File: config.mk
export PLATFORM = sky130hd
export DESIGN_NAME = vbtp_core
export DESIGN_NICKNAME = d
export VERILOG_FILES = /design/src/design/vbtp_pkg.sv /design/src/design/vbtp_core.sv /design/src/design/vbtp_link_port.sv
export SDC_FILE = /design/constraint.sdc
export NUM_CORES = 1
export LEC_CHECK = 0
export ABC_AREA = 1
export BUFFER_PORTS_ARGS = -buffer_cell sky130_fd_sc_hd__buf_2
export CAP_MARGIN = 10
export CELL_PAD_IN_SITES_DETAIL_PLACEMENT = 1
export CELL_PAD_IN_SITES_GLOBAL_PLACEMENT = 1
export CORE_AREA = 10 10 180 165
export DETAILED_ROUTE_END_ITERATION = 10
export DIE_AREA = 0 0 190 175
export GPL_TIMING_DRIVEN = 0
export HOLD_SLACK_MARGIN = 0.05
export PLACE_DENSITY = 0.91
export SYNTH_ARGS = -nofsm -noshare
export SYNTH_HDL_FRONTEND = slang
export SYNTH_SLANG_ARGS = --single-unit
File: constraint.sdc
create_clock -name ref_clk -period 5.3 [get_ports ref_clk]
set_input_delay 0.265 -clock ref_clk [delete_from_list [all_inputs] [get_ports ref_clk]]
set_output_delay 0.265 -clock ref_clk [all_outputs]
set_load 0.05 [all_outputs]
File: src/design/vbtp_pkg.sv
// Package: constants, register map and types of the VC-11 bi-directional trail protection block
package vbtp_pkg;
	// Timing
	localparam int CLK_HZ = 200000000;
	localparam int TICK_MS = 100;
	localparam int TICK_CYCLES = CLK_HZ / 1000 * TICK_MS;
	localparam int SWITCH_MS = 50;
	localparam int TICK_W = 25;
	// Stream framing: bit index within the multiframe
	localparam int IDX_W = 10;
	localparam logic [9:0] K4_FIRST = 10'h010;
	localparam logic [1:0] APS_LAST = 2'h3;
	localparam logic [1:0] PERSIST_LAST = 2'h2;
	localparam logic [1:0] PERSIST_FIRST = 2'h1;
	// Configuration ranges and reset values (hold-off and restore in 100 ms ticks)
	localparam logic [6:0] HOLD_MAX = 7'h64;
	localparam logic [6:0] HOLD_RESET = 7'h00;
	localparam logic [12:0] WTR_RESET = 13'h0BB8;
	// Register map
	localparam int ADDR_W = 8;
	localparam logic [7:0] OFS_CTRL = 8'h00;
	localparam logic [7:0] OFS_HOLD = 8'h04;
	localparam logic [7:0] OFS_WTR = 8'h08;
	localparam logic [7:0] OFS_CMD = 8'h0C;
	localparam logic [7:0] OFS_STAT = 8'h10;
	localparam logic [7:0] OFS_IRQ_STAT = 8'h14;
	localparam logic [7:0] OFS_IRQ_MASK = 8'h18;
	localparam int CTRL_REVERT = 0;
	localparam int CTRL_REPORT = 1;
	localparam int CMD_TRAIL = 3;
	// Interrupt status bits
	localparam int IRQ_W = 4;
	localparam int IRQ_SWITCH = 0;
	localparam int IRQ_REJECT = 1;
	localparam int IRQ_REMOTE = 2;
	localparam int IRQ_FAIL = 3;
	localparam logic [1:0] RESP_OKAY = 2'h0;
	localparam logic [1:0] RESP_SLVERR = 2'h2;
	// Fail pair as carried by the access points
	localparam int FAIL_SF = 1;
	localparam int FAIL_SD = 0;
	localparam int TRAIL_W = 0;
	localparam int TRAIL_P = 1;

	typedef struct packed {
		logic d;
		logic ck;
		logic fs;
	} vbtp_stream_type;

	typedef enum logic [2:0] {CMD_NONE, CMD_CLEAR, CMD_LOCKOUT, CMD_FORCED, CMD_MANUAL,
		CMD_EXERCISE} vbtp_cmd_type;

	// Requests in ascending priority; the code is what travels in the APS bits
	typedef enum logic [3:0] {REQ_NR, REQ_DNR, REQ_EXERCISE_COMMAND, REQ_WTR, REQ_MSW, REQ_MSP, REQ_SD,
		REQ_SF, REQ_FSW, REQ_FSP, REQ_SFP, REQ_LO} vbtp_req_type;

	typedef enum logic [1:0] {REST_NONE, REST_DNR, REST_WTR} vbtp_rest_type;

	typedef struct packed {
		logic trail;
		vbtp_cmd_type cmd;
	} vbtp_ext_type;

	typedef struct packed {
		logic [3:0] remote;
		logic [3:0] local_req;
		logic [3:0] eff;
		vbtp_rest_type rest;
		logic fail;
		logic sel;
	} vbtp_status_type;
endpackage

File: src/design/vbtp_core.sv
// VC-11 1+1 bi-directional trail protection: selector, bridge, terminations, APS adaptation
//
// Overview of operation
// - Normal output follows working or protection by fail, degrade and command, fast.
// - Normal input always feeds the working output, forming the bridge.
// - Operation type, restore and hold-off changes take effect only while idle.
// - 1+1 bi-directional: both ends agree through APS; no extra traffic.
// - New fail or degrade acted on only after programmable hold-off, 0-10 s.
// - Revertive return to working only after wait-to-restore fault-free time.
// - Revertive accepts lockout, forced and manual to protection, and clear only.
// - Non-revertive accepts lockout, forced or manual to trail i, exercise, clear.
// - Server fail input marks trail failed, degrade input degraded, both high priority.
// - Protection termination source passes data, clock, frame start unchanged.
// - Termination sink trail fail output equals incoming server fail.
// - Reported server fail set only when fail present and reporting enabled.
// - Adaptation source merges APS channel and payload onto one output stream.
// - APS inserted in first four bits of K4 on protection path only.
// - Adaptation sink recovers payload with clock and frame start.
// - APS taken from K4 bits one to four, persistency filtered, protection only.
//
// Added by the designer: the address map and register access over AXI4-Lite.
`timescale 1ns/1ps
module vbtp_core #(
	parameter int TICK_CYCLES = vbtp_pkg::TICK_CYCLES
) (
	input wire logic ref_clk,
	input wire logic reset_n,
	input wire logic [7:0] awaddr,
	input wire logic awvalid,
	output logic awready,
	input wire logic [31:0] wdata,
	input wire logic [3:0] wstrb,
	input wire logic wvalid,
	output logic wready,
	output logic [1:0] bresp,
	output logic bvalid,
	input wire logic bready,
	input wire logic [7:0] araddr,
	input wire logic arvalid,
	output logic arready,
	output logic [31:0] rdata,
	output logic [1:0] rresp,
	output logic rvalid,
	input wire logic rready,
	output logic irq,
	input wire vbtp_pkg::vbtp_stream_type w_ai_in,
	input wire logic [1:0] w_ai_fail,
	input wire vbtp_pkg::vbtp_stream_type p_ai_in,
	input wire logic [1:0] p_ai_fail,
	input wire vbtp_pkg::vbtp_stream_type n_ci_in,
	output vbtp_pkg::vbtp_stream_type n_ai_out,
	output logic trail_fail_action,
	output logic reported_server_fail,
	output vbtp_pkg::vbtp_stream_type w_ai_out,
	output vbtp_pkg::vbtp_stream_type p_ai_out
);
	vbtp_pkg::vbtp_stream_type w_st;
	vbtp_pkg::vbtp_stream_type p_st;
	vbtp_pkg::vbtp_stream_type n_st;
	logic [1:0] w_fail;
	logic [1:0] p_fail;
	logic p_rise;
	logic p_hit;
	logic [1:0] p_pos;
	logic n_hit;
	logic [1:0] n_pos;

	// Working and protection access points (sink), normal connection point (source)
	vbtp_link_port u_w (
		.ref_clk(ref_clk),
		.reset_n(reset_n),
		.pin_stream(w_ai_in),
		.pin_fail(w_ai_fail),
		.stream(w_st),
		.fail(w_fail),
		.rise(),
		.aps_hit(),
		.aps_pos()
	);
	vbtp_link_port u_p (
		.ref_clk(ref_clk),
		.reset_n(reset_n),
		.pin_stream(p_ai_in),
		.pin_fail(p_ai_fail),
		.stream(p_st),
		.fail(p_fail),
		.rise(p_rise),
		.aps_hit(p_hit),
		.aps_pos(p_pos)
	);
	vbtp_link_port u_n (
		.ref_clk(ref_clk),
		.reset_n(reset_n),
		.pin_stream(n_ci_in),
		.pin_fail(2'h0),
		.stream(n_st),
		.fail(),
		.rise(),
		.aps_hit(n_hit),
		.aps_pos(n_pos)
	);

	// Configuration: pending copies written by software, active copies steer the logic
	logic revert_pend;
	logic revert;
	logic report_en;
	logic [6:0] hold_pend;
	logic [6:0] hold_act;
	logic [12:0] wtr_pend;
	logic [12:0] wtr_act;
	vbtp_pkg::vbtp_ext_type ext;
	vbtp_pkg::vbtp_rest_type rest;
	vbtp_pkg::vbtp_rest_type next_rest;
	vbtp_pkg::vbtp_req_type local_req;
	vbtp_pkg::vbtp_req_type remote;
	vbtp_pkg::vbtp_req_type eff;
	logic sel;
	logic next_sel;
	logic [3:0] aps_tx;

	// 100 ms tick for hold-off, restore and exercise timing
	logic [24:0] tick_cnt;
	logic tick;
	assign tick = tick_cnt == 25'(TICK_CYCLES - 1);
	always_ff @(posedge ref_clk)
	begin
		if (!reset_n || tick)
			tick_cnt <= '0;
		else
			tick_cnt <= tick_cnt + 25'h0000001;
	end

	// Fail and degrade per trail, each held off before it counts
	logic [1:0] sf_raw;
	logic [1:0] sd_raw;
	logic [1:0] held;
	assign sf_raw = {p_fail[vbtp_pkg::FAIL_SF], w_fail[vbtp_pkg::FAIL_SF]};
	assign sd_raw = {p_fail[vbtp_pkg::FAIL_SD], w_fail[vbtp_pkg::FAIL_SD]};
	generate
		for (genvar t = 0; t < 2; t++)
		begin : g_hold
			logic seen;
			logic [6:0] cnt;
			// Counting restarts only when the condition first appears, not on toggles of SF/SD
			always_ff @(posedge ref_clk)
			begin
				if (!reset_n)
				begin
					seen <= 1'b0;
					cnt <= '0;
				end
				else if (!(sf_raw[t] | sd_raw[t]))
					seen <= 1'b0;
				else if (!seen)
				begin
					seen <= 1'b1;
					cnt <= hold_act;
				end
				else if (tick && cnt != '0)
					cnt <= cnt - 7'h01;
			end
			assign held[t] = seen && cnt == '0;
		end
	endgenerate

	logic [1:0] sf_act;
	logic [1:0] sd_act;
	logic wfault;
	logic fault_prev;
	assign sf_act = sf_raw & held;
	assign sd_act = sd_raw & held;
	assign wfault = sf_act[vbtp_pkg::TRAIL_W] | sd_act[vbtp_pkg::TRAIL_W];

	// Local request by priority: lockout, protection fail, forced, fail, degrade, manual
	function automatic vbtp_pkg::vbtp_req_type pick_local(vbtp_pkg::vbtp_ext_type e,
		logic [1:0] sf, logic [1:0] sd, vbtp_pkg::vbtp_rest_type r);
		if (e.cmd == vbtp_pkg::CMD_LOCKOUT)
			return vbtp_pkg::REQ_LO;
		else if (sf[vbtp_pkg::TRAIL_P])
			return vbtp_pkg::REQ_SFP;
		else if (e.cmd == vbtp_pkg::CMD_FORCED)
			return e.trail ? vbtp_pkg::REQ_FSP : vbtp_pkg::REQ_FSW;
		else if (sf[vbtp_pkg::TRAIL_W])
			return vbtp_pkg::REQ_SF;
		else if (sd[vbtp_pkg::TRAIL_W])
			return vbtp_pkg::REQ_SD;
		else if (e.cmd == vbtp_pkg::CMD_MANUAL)
			return e.trail ? vbtp_pkg::REQ_MSP : vbtp_pkg::REQ_MSW;
		else if (r == vbtp_pkg::REST_WTR)
			return vbtp_pkg::REQ_WTR;
		else if (e.cmd == vbtp_pkg::CMD_EXERCISE)
			return vbtp_pkg::REQ_EXERCISE_COMMAND;
		else if (r == vbtp_pkg::REST_DNR)
			return vbtp_pkg::REQ_DNR;
		return vbtp_pkg::REQ_NR;
	endfunction

	// Which trail a request puts on the normal output; exercise keeps the current one
	function automatic logic trail_of(vbtp_pkg::vbtp_req_type q, logic cur);
		unique case (q)
			vbtp_pkg::REQ_MSP, vbtp_pkg::REQ_SD, vbtp_pkg::REQ_SF, vbtp_pkg::REQ_FSP,
			vbtp_pkg::REQ_WTR, vbtp_pkg::REQ_DNR:
				return 1'b1;
			vbtp_pkg::REQ_EXERCISE_COMMAND:
				return cur;
			vbtp_pkg::REQ_NR, vbtp_pkg::REQ_MSW, vbtp_pkg::REQ_FSW, vbtp_pkg::REQ_SFP,
			vbtp_pkg::REQ_LO:
				return 1'b0;
			default:
				return 1'b0;
		endcase
	endfunction

	// Command legality depends on the active operation type
	function automatic logic cmd_ok(vbtp_pkg::vbtp_ext_type e, logic rev);
		unique case (e.cmd)
			vbtp_pkg::CMD_CLEAR, vbtp_pkg::CMD_LOCKOUT:
				return 1'b1;
			vbtp_pkg::CMD_FORCED, vbtp_pkg::CMD_MANUAL:
				return !rev || e.trail;
			vbtp_pkg::CMD_EXERCISE:
				return !rev;
			default:
				return 1'b0;
		endcase
	endfunction

	// Far end request counts only while the protection trail carries a sound APS channel
	vbtp_pkg::vbtp_req_type remote_use;
	assign local_req = pick_local(ext, sf_act, sd_act, rest);
	assign remote_use = sf_raw[vbtp_pkg::TRAIL_P] ? vbtp_pkg::REQ_NR : remote;
	assign eff = remote_use > local_req ? remote_use : local_req;
	assign next_sel = trail_of(eff, sel);

	// Restore state: wait-to-restore after a cleared fault, or do-not-revert
	logic [12:0] wtr_cnt;
	logic clr_now;
	always_comb
	begin
		next_rest = rest;
		if (wfault || ext.cmd inside {vbtp_pkg::CMD_LOCKOUT, vbtp_pkg::CMD_FORCED,
			vbtp_pkg::CMD_MANUAL})
			next_rest = vbtp_pkg::REST_NONE;
		else if (fault_prev && sel)
			next_rest = revert ? vbtp_pkg::REST_WTR : vbtp_pkg::REST_DNR;
		else if (clr_now && sel && !revert)
			next_rest = vbtp_pkg::REST_DNR;
		else if (rest == vbtp_pkg::REST_WTR && wtr_cnt == '0)
			next_rest = vbtp_pkg::REST_NONE;
		else if (rest == vbtp_pkg::REST_DNR && revert)
			next_rest = vbtp_pkg::REST_NONE;
	end

	// Bus write decode
	logic aw_full;
	logic w_full;
	logic [7:0] aw_addr;
	logic [31:0] w_data;
	logic [3:0] w_strb;
	logic do_write;
	logic wr_ctrl;
	logic wr_hold;
	logic wr_wtr;
	logic wr_cmd;
	logic wr_istat;
	logic wr_imask;
	vbtp_pkg::vbtp_ext_type new_ext;
	logic cmd_take;
	logic cmd_bad;
	assign do_write = aw_full && w_full && !bvalid;
	assign wr_ctrl = do_write && w_strb[0] && aw_addr == vbtp_pkg::OFS_CTRL;
	assign wr_hold = do_write && w_strb[0] && aw_addr == vbtp_pkg::OFS_HOLD;
	assign wr_wtr = do_write && aw_addr == vbtp_pkg::OFS_WTR;
	assign wr_cmd = do_write && w_strb[0] && aw_addr == vbtp_pkg::OFS_CMD;
	assign wr_istat = do_write && w_strb[0] && aw_addr == vbtp_pkg::OFS_IRQ_STAT;
	assign wr_imask = do_write && w_strb[0] && aw_addr == vbtp_pkg::OFS_IRQ_MASK;
	assign new_ext = vbtp_pkg::vbtp_ext_type'(w_data[vbtp_pkg::CMD_TRAIL:0]);
	assign cmd_take = wr_cmd && cmd_ok(new_ext, revert);
	assign cmd_bad = wr_cmd && !cmd_ok(new_ext, revert);
	assign clr_now = cmd_take && new_ext.cmd == vbtp_pkg::CMD_CLEAR;

	// Protection state, commands and configuration
	always_ff @(posedge ref_clk)
	begin
		if (!reset_n)
		begin
			rest <= vbtp_pkg::REST_NONE;
			sel <= 1'b0;
			fault_prev <= 1'b0;
			ext <= '{trail: 1'b0, cmd: vbtp_pkg::CMD_NONE};
			wtr_cnt <= '0;
			revert_pend <= 1'b1;
			revert <= 1'b1;
			report_en <= 1'b0;
			hold_pend <= vbtp_pkg::HOLD_RESET;
			hold_act <= vbtp_pkg::HOLD_RESET;
			wtr_pend <= vbtp_pkg::WTR_RESET;
			wtr_act <= vbtp_pkg::WTR_RESET;
		end
		else
		begin
			rest <= next_rest;
			sel <= next_sel;
			fault_prev <= wfault;
			if (rest != vbtp_pkg::REST_WTR && next_rest == vbtp_pkg::REST_WTR)
				wtr_cnt <= wtr_act;
			else if (tick && wtr_cnt != '0)
				wtr_cnt <= wtr_cnt - 13'h0001;
			if (clr_now)
				ext <= '{trail: 1'b0, cmd: vbtp_pkg::CMD_NONE};
			else if (cmd_take)
				ext <= new_ext;
			else if (tick && ext.cmd == vbtp_pkg::CMD_EXERCISE)
				ext <= '{trail: 1'b0, cmd: vbtp_pkg::CMD_NONE};
			if (wr_ctrl)
			begin
				revert_pend <= w_data[vbtp_pkg::CTRL_REVERT];
				report_en <= w_data[vbtp_pkg::CTRL_REPORT];
			end
			if (wr_hold)
				hold_pend <= w_data > 32'(vbtp_pkg::HOLD_MAX) ? vbtp_pkg::HOLD_MAX : w_data[6:0];
			if (wr_wtr && w_strb[0])
				wtr_pend[7:0] <= w_data[7:0];
			if (wr_wtr && w_strb[1])
				wtr_pend[12:8] <= w_data[12:8];
			// Copied only with no switch active or asked, so traffic is never disturbed
			if (eff == vbtp_pkg::REQ_NR && !sel)
			begin
				revert <= revert_pend;
				hold_act <= hold_pend;
				wtr_act <= wtr_pend;
			end
		end
	end

	// Received APS: three equal frames in a row before a new request is believed
	logic [2:0] aps_shift;
	logic [3:0] aps_cand;
	logic [1:0] aps_cnt;
	logic [3:0] aps_frame;
	logic aps_done;
	logic remote_new;
	assign aps_frame = {aps_shift, p_st.d};
	assign aps_done = p_rise && p_hit && p_pos == vbtp_pkg::APS_LAST;
	assign remote_new = aps_done && aps_frame == aps_cand && aps_cnt == vbtp_pkg::PERSIST_LAST
		&& aps_frame != remote;
	always_ff @(posedge ref_clk)
	begin
		if (!reset_n)
		begin
			aps_shift <= '0;
			aps_cand <= '0;
			aps_cnt <= '0;
			remote <= vbtp_pkg::REQ_NR;
		end
		else
		begin
			if (p_rise && p_hit)
				aps_shift <= aps_frame[2:0];
			if (aps_done && aps_frame != aps_cand)
			begin
				aps_cand <= aps_frame;
				aps_cnt <= vbtp_pkg::PERSIST_FIRST;
			end
			else if (aps_done && aps_cnt != vbtp_pkg::PERSIST_LAST)
				aps_cnt <= aps_cnt + 2'h1;
			if (remote_new)
				remote <= vbtp_pkg::vbtp_req_type'(aps_frame);
		end
	end

	// Stream outputs: selector on the sink side, bridge and APS insertion on the source side
	logic sel_fail;
	assign sel_fail = sel ? sf_raw[vbtp_pkg::TRAIL_P] : sf_raw[vbtp_pkg::TRAIL_W];
	always_ff @(posedge ref_clk)
	begin
		if (!reset_n)
		begin
			n_ai_out <= '0;
			trail_fail_action <= 1'b0;
			reported_server_fail <= 1'b0;
			w_ai_out <= '0;
			p_ai_out <= '0;
			aps_tx <= '0;
		end
		else
		begin
			n_ai_out <= sel ? p_st : w_st;
			trail_fail_action <= sel_fail;
			reported_server_fail <= sel_fail && report_en;
			w_ai_out <= n_st;
			aps_tx <= local_req;
			p_ai_out.ck <= n_st.ck;
			p_ai_out.fs <= n_st.fs;
			p_ai_out.d <= n_hit ? aps_tx[2'(vbtp_pkg::APS_LAST - n_pos)] : n_st.d;
		end
	end

	// Interrupts: sticky, write one to clear, an event in the clearing cycle wins
	logic [3:0] irq_stat;
	logic [3:0] irq_mask;
	logic [3:0] irq_ev;
	logic [3:0] irq_clr;
	assign irq_ev[vbtp_pkg::IRQ_SWITCH] = next_sel != sel;
	assign irq_ev[vbtp_pkg::IRQ_REJECT] = cmd_bad;
	assign irq_ev[vbtp_pkg::IRQ_REMOTE] = remote_new;
	assign irq_ev[vbtp_pkg::IRQ_FAIL] = sel_fail && report_en && !reported_server_fail;
	assign irq_clr = wr_istat ? w_data[3:0] : 4'h0;
	always_ff @(posedge ref_clk)
	begin
		if (!reset_n)
		begin
			irq_stat <= '0;
			irq_mask <= '0;
			irq <= 1'b0;
		end
		else
		begin
			irq_stat <= (irq_stat & ~irq_clr) | irq_ev;
			if (wr_imask)
				irq_mask <= w_data[3:0];
			irq <= |(irq_stat & irq_mask);
		end
	end

	// AXI4-Lite channels: address and data taken in either order, response after both
	function automatic logic mapped(logic [7:0] a);
		return a inside {vbtp_pkg::OFS_CTRL, vbtp_pkg::OFS_HOLD, vbtp_pkg::OFS_WTR,
			vbtp_pkg::OFS_CMD, vbtp_pkg::OFS_STAT, vbtp_pkg::OFS_IRQ_STAT, vbtp_pkg::OFS_IRQ_MASK};
	endfunction
	logic next_aw_full;
	logic next_w_full;
	logic next_rvalid;
	assign next_aw_full = (aw_full && !do_write) || (awvalid && awready);
	assign next_w_full = (w_full && !do_write) || (wvalid && wready);
	assign next_rvalid = (rvalid && !rready) || (arvalid && arready);
	always_ff @(posedge ref_clk)
	begin
		if (!reset_n)
		begin
			aw_full <= 1'b0;
			w_full <= 1'b0;
			awready <= 1'b0;
			wready <= 1'b0;
			aw_addr <= '0;
			w_data <= '0;
			w_strb <= '0;
			bvalid <= 1'b0;
			bresp <= vbtp_pkg::RESP_OKAY;
		end
		else
		begin
			aw_full <= next_aw_full;
			w_full <= next_w_full;
			awready <= !next_aw_full;
			wready <= !next_w_full;
			if (awvalid && awready)
				aw_addr <= awaddr;
			if (wvalid && wready)
			begin
				w_data <= wdata;
				w_strb <= wstrb;
			end
			if (do_write)
			begin
				bvalid <= 1'b1;
				bresp <= mapped(aw_addr) ? vbtp_pkg::RESP_OKAY : vbtp_pkg::RESP_SLVERR;
			end
			else if (bready)
				bvalid <= 1'b0;
		end
	end

	// Read mux; the status word shows the live protection state
	vbtp_pkg::vbtp_status_type status;
	logic [31:0] rd_word;
	assign status = '{remote: remote, local_req: local_req, eff: eff, rest: rest,
		fail: trail_fail_action, sel: sel};
	always_comb
	begin
		rd_word = '0;
		unique case (araddr)
			vbtp_pkg::OFS_CTRL:
				rd_word = {30'h00000000, report_en, revert_pend};
			vbtp_pkg::OFS_HOLD:
				rd_word = {25'h0000000, hold_pend};
			vbtp_pkg::OFS_WTR:
				rd_word = {19'h00000, wtr_pend};
			vbtp_pkg::OFS_CMD:
				rd_word = {28'h0000000, ext};
			vbtp_pkg::OFS_STAT:
				rd_word = {16'h0000, status};
			vbtp_pkg::OFS_IRQ_STAT:
				rd_word = {28'h0000000, irq_stat};
			vbtp_pkg::OFS_IRQ_MASK:
				rd_word = {28'h0000000, irq_mask};
			default:
				rd_word = '0;
		endcase
	end
	always_ff @(posedge ref_clk)
	begin
		if (!reset_n)
		begin
			arready <= 1'b0;
			rvalid <= 1'b0;
			rdata <= '0;
			rresp <= vbtp_pkg::RESP_OKAY;
		end
		else
		begin
			arready <= !next_rvalid;
			rvalid <= next_rvalid;
			if (arvalid && arready)
			begin
				rdata <= rd_word;
				rresp <= mapped(araddr) ? vbtp_pkg::RESP_OKAY : vbtp_pkg::RESP_SLVERR;
			end
		end
	end
endmodule

File: src/design/vbtp_link_port.sv
// Synchroniser, clock edge finder and frame bit counter for one connection point
`timescale 1ns/1ps
module vbtp_link_port (
	input wire logic ref_clk,
	input wire logic reset_n,
	input wire vbtp_pkg::vbtp_stream_type pin_stream,
	input wire logic [1:0] pin_fail,
	output vbtp_pkg::vbtp_stream_type stream,
	output logic [1:0] fail,
	output logic rise,
	output logic aps_hit,
	output logic [1:0] aps_pos
);
	logic [4:0] meta;
	logic [4:0] sync;
	logic ck_prev;
	logic [9:0] idx;
	logic [9:0] next_idx;
	logic [9:0] rel;

	// Two stages on every pin; only the second stage is looked at
	always_ff @(posedge ref_clk)
	begin
		if (!reset_n)
		begin
			meta <= '0;
			sync <= '0;
			ck_prev <= 1'b0;
			idx <= '0;
		end
		else
		begin
			meta <= {pin_stream, pin_fail};
			sync <= meta;
			ck_prev <= stream.ck;
			idx <= next_idx;
		end
	end

	// Bit index restarts at frame start, moves on each link clock rise
	assign stream = vbtp_pkg::vbtp_stream_type'(sync[4:2]);
	assign fail = sync[1:0];
	assign rise = stream.ck & ~ck_prev;
	assign next_idx = !rise ? idx : (stream.fs ? '0 : idx + 10'h001);
	assign rel = next_idx - vbtp_pkg::K4_FIRST;
	assign aps_hit = rel <= {8'h00, vbtp_pkg::APS_LAST};
	assign aps_pos = rel[1:0];
endmodule

==> results.json <==
{
  "outcome": "finished, final reports clean",
  "drt_pass1_iterations": 5,
  "skew_ns": 0.0467,
  "min_from": "arvalid",
  "synth-edff-count": 0,
  "critPathKind": "reg -> reg",
  "io_pins": 125,
  "die_height_um": 175,
  "gp_congestion": 0.927,
  "period_needed_ns": 3.77,
  "busiest_layer": "met2",
  "hold_path_depth": 4,
  "setup_violations": 0,
  "seqPwrFrac": 0.444,
  "endpoint_kind": "flip-flop",
  "min_delay_worst_endpoint": "rdata[1]",
  "rr_worst_depth": 26,
  "synthArstFlopShare": 0,
  "multi_input_area_mm2": 0.00551,
  "synth_compound_area_frac": 0.137,
  "maxCapViolCount": 0,
  "grt_use_total": 0.291,
  "grt_use_met3": 0.0711,
  "slew_headroom": 0.326,
  "cts-resized-gates": 0,
  "clkTransAtPathRegs_ns": 0.07,
  "drt-vias-per-instance": 5.80,
  "synth.avg_cell_area_um2": 7.15,
  "ir_drop_mv": 0.307,
  "cts_buffers": 28,
  "p_sw_mw": 1.29,
  "synth_seq_cells": 254,
  "cts_buffer_depth": 3,
  "globalRouteMet2Util": 0.489,
  "r2r_slack_ns": 1.53,
  "power.leakage_nw": 6.45,
  "nFillCells": 3327,
  "cts_root_buffer": "clkbuf_16",
  "seq_area_frac_synth": 0.432,
  "cts_max_level": 1,
  "p_comb_frac": 0.114,
  "cp.required_ns": 5.79,
  "reg2reg_from": "g_hold[0].cnt[0]",
  "final_net_count": 1938,
  "io_buffers": 104,
  "drive_gt1_frac": 0.131,
  "drv_slew": 0,
  "reg2reg_to": "hold_act[5]",
  "synth.distinct_cells": 55,
  "antenna_found_initial": 2,
  "grt_max_degree": 16,
  "min_period_over_period": 0.712,
  "hold_viol_final": 0,
  "max_freq_mhz": 265,
  "seq_area_mm2": 0.00508,
  "area_growth_pct": 21.2,
  "grt_pass1_wl_um": 78700,
  "ys.flop_type": "dfxtp_1",
  "worstSkewPairLatency_ns": 0.59,
  "grt_use_met1": 0.326,
  "num_vias": 12882,
  "dpl.cell_count": 2116,
  "drc": 0,
  "p_clk_frac": 0.443,
  "synth-adder-area-share": 0.0138,
  "start_kind": "flip-flop",
  "synthesis.area_mm2": 0.0118,
  "synth_top_family_by_area": "simple AND/OR/NAND/NOR gates",
  "cts_sinks": 254,
  "cts_tree": "done",
  "synth-xor-area-share": 0.0179,
  "finalHoldWorstSlack_ns": 0.104,
  "synthCells": 1647,
  "grt_overflow_total": 0,
  "worst_pin_slew_ns": 1.01,
  "arrival_ns": 4.27,
  "dpl.hpwl_um": 29400,
  "synth-simple-area-share": 0.293,
  "die_w_um": 190,
  "switching_share": 0.281,
  "intPower_mw": 3.31,
  "fin_cells": 2221,
  "die_area_mm2": 0.0333,
  "rows": 56,
  "synth_warnings": 0,
  "setup_tns_ns": 0,
  "power_density_mw_per_mm2": 322,
  "wl_per_cell_um": 22.3,
  "start_util": 0.455,
  "grt_pass1_vias": 14131,
  "crit_fanout": 10,
  "placeableCoreArea_mm2": 0.0259,
  "drt_iter0_drc": 1082,
  "ant_nets": 0,
  "drt_wl_total_um": 49500,
  "post_cts_buffers": 0,
  "hp-class": "in -> reg",
  "grt_setup_unrepaired": "false",
  "synthMuxAreaShare": 0
}
-- through the flow --
step                worst slack [ns]  utilization  total power [mW]  instance area, µm²
detailed placement              1.89        0.495              2.52               12800
global route                    1.38        0.552              4.73               14300
finish                          1.53        0.552              4.60               14300
global placement                2.05        0.495              2.49               12800
CTS                             1.78        0.551              4.51               14300
floorplan                       2.57            -              2.37               11800
-- worst max-delay path, stage by stage (launching register included) --
cell and delay, ns:
dfxtp_1 0.32, inv_1 0.12, ha_1 0.17, nand3_1 0.09, nor2_2 0.30, nand2_1 0.09
nand3_1 0.08, nand2_1 0.05, nand2_1 0.07, nand2_1 0.07, nand2_1 0.19, inv_1 0.07
ha_1 0.18, inv_1 0.05, a21oi_1 0.07, o21ai_1 0.17, nand2_1 0.21, inv_1 0.18
o21ai_0 0.12, nand2_1 0.16, inv_2 0.09, nor3_4 0.20, nand2_4 0.14, inv_6 0.12
buf_12 0.13, nor2_1 0.06, nor2_1 0.18
-- sequential cells by signal, summed over array words and instances (netlist names), 5 cells and up --
signal      flops
g_hold.cnt     14
wtr_cnt        13
u_w.meta        5
u_n.idx        10
hold_act        7
rdata          16
wtr_pend       13
wtr_act        13
u_p.idx        10
aw_addr         8
w_data         32
u_w.sync        5
u_p.meta        5
hold_pend       7
tick_cnt       25
u_p.sync        5
-- area by class of cell --
| class | count | share of cell area |
|---|---|---|
| multi-input cells | 1127 | 0.386 |
| flip-flops and latches | 254 | 0.356 |
| repair buffers | 159 | 0.0747 |
| inverters | 209 | 0.0554 |
| clock buffers | 39 | 0.0534 |
| plain buffers | 74 | 0.0320 |
| well taps | 348 | 0.0305 |
| clock inverters | 10 | 0.0113 |
| diodes | 1 | 0.000175 |
-- synthesized netlist by cell type (all sizes together) (5+ instances only) --
| cell | instances | area (µm²) |
|---|---|---|
| nand2 | 308 | 1190 |
| nor2 | 285 | 1120 |
| dfxtp | 254 | 5080 |
| inv | 205 | 775 |
| o21ai | 144 | 724 |
| a21oi | 94 | 470 |
| nand3 | 76 | 423 |
| nor3 | 44 | 307 |
| buf | 37 | 295 |
| clkbuf | 37 | 161 |
| nand4 | 32 | 206 |
| xor2 | 16 | 140 |
| o211ai | 15 | 113 |
| nor4 | 14 | 87.6 |
| ha | 13 | 163 |
| a31oi | 12 | 75.1 |
| o22ai | 8 | 50.1 |
| or2 | 8 | 50.1 |
| xnor2 | 8 | 70.1 |
| nor3b | 5 | 37.5 |
-- kinds of logic after synthesis --
kind of cell,count (synthesis)
fa+ha+maj,13
other cells,1
compound gates,296
simple gates,776
buf+inv,283
flops,254
xor+xnor,24
-- worst max path at each step --
stage	slack, ns	depth (start not counted)	from	end
6_report	1.53	26	g_hold[0].cnt[0]	hold_act[5]
5_1_grt	1.38	25	g_hold[0].cnt[0]	wtr_act[8]
4_1_cts	1.78	25	g_hold[0].cnt[0]	wtr_act[8]
2_1_floorplan	2.57	23	g_hold[0].cnt[0]	hold_act[0]
3_3_place_gp	2.05	19	g_hold[1].cnt[0]	hold_act[3]
3_5_place_dp	1.89	25	g_hold[0].cnt[0]	wtr_act[8]
-- layer usage --
| metal | wire length (µm) | share of wire |
|---|---|---|
| met3 | 4130 | 0.083 |
| met2 | 23300 | 0.47 |
| met5 | 0 | 0 |
| met4 | 3420 | 0.069 |
| met1 | 18700 | 0.38 |
-- power by group through the flow --
stage / Combinational (mW) / Clock, mW / Sequential (mW)
6_report: 0.522 / 2.04 / 2.04
5_1_grt: 0.564 / 2.12 / 2.04
4_1_cts: 0.487 / 2.00 / 2.03
3_5_place_dp: 0.444 / 0 / 2.07
3_3_place_gp: 0.422 / 0 / 2.07
2_1_floorplan: 0.291 / 0 / 2.08
-- layout by cell type (no fill, tap or decap), types with 11 or more instances in the layout --
master and count:
clkbuf_1 42, dlygate4sd3_1 54, nand4_1 31, buf_2 111
nor2_1 270, clkbuf_16 28, nand2_1 299, o211ai_1 15
nand3_1 69, o21ai_1 11, nor4_1 14, inv_1 196
ha_1 13, o21ai_0 132, a31oi_1 12, buf_4 23
conb_1 18, xor2_1 16, dfxtp_1 254, a21oi_1 94
nor3_1 33, nor2_2 13
-- repair_timing --
item / CTS / global route
endpoints found under the setup margin: 0 / 0
hold buffers: 54 / 0
endpoints found under the hold margin: 55 / 0
(Power assumes the default switching activity.)
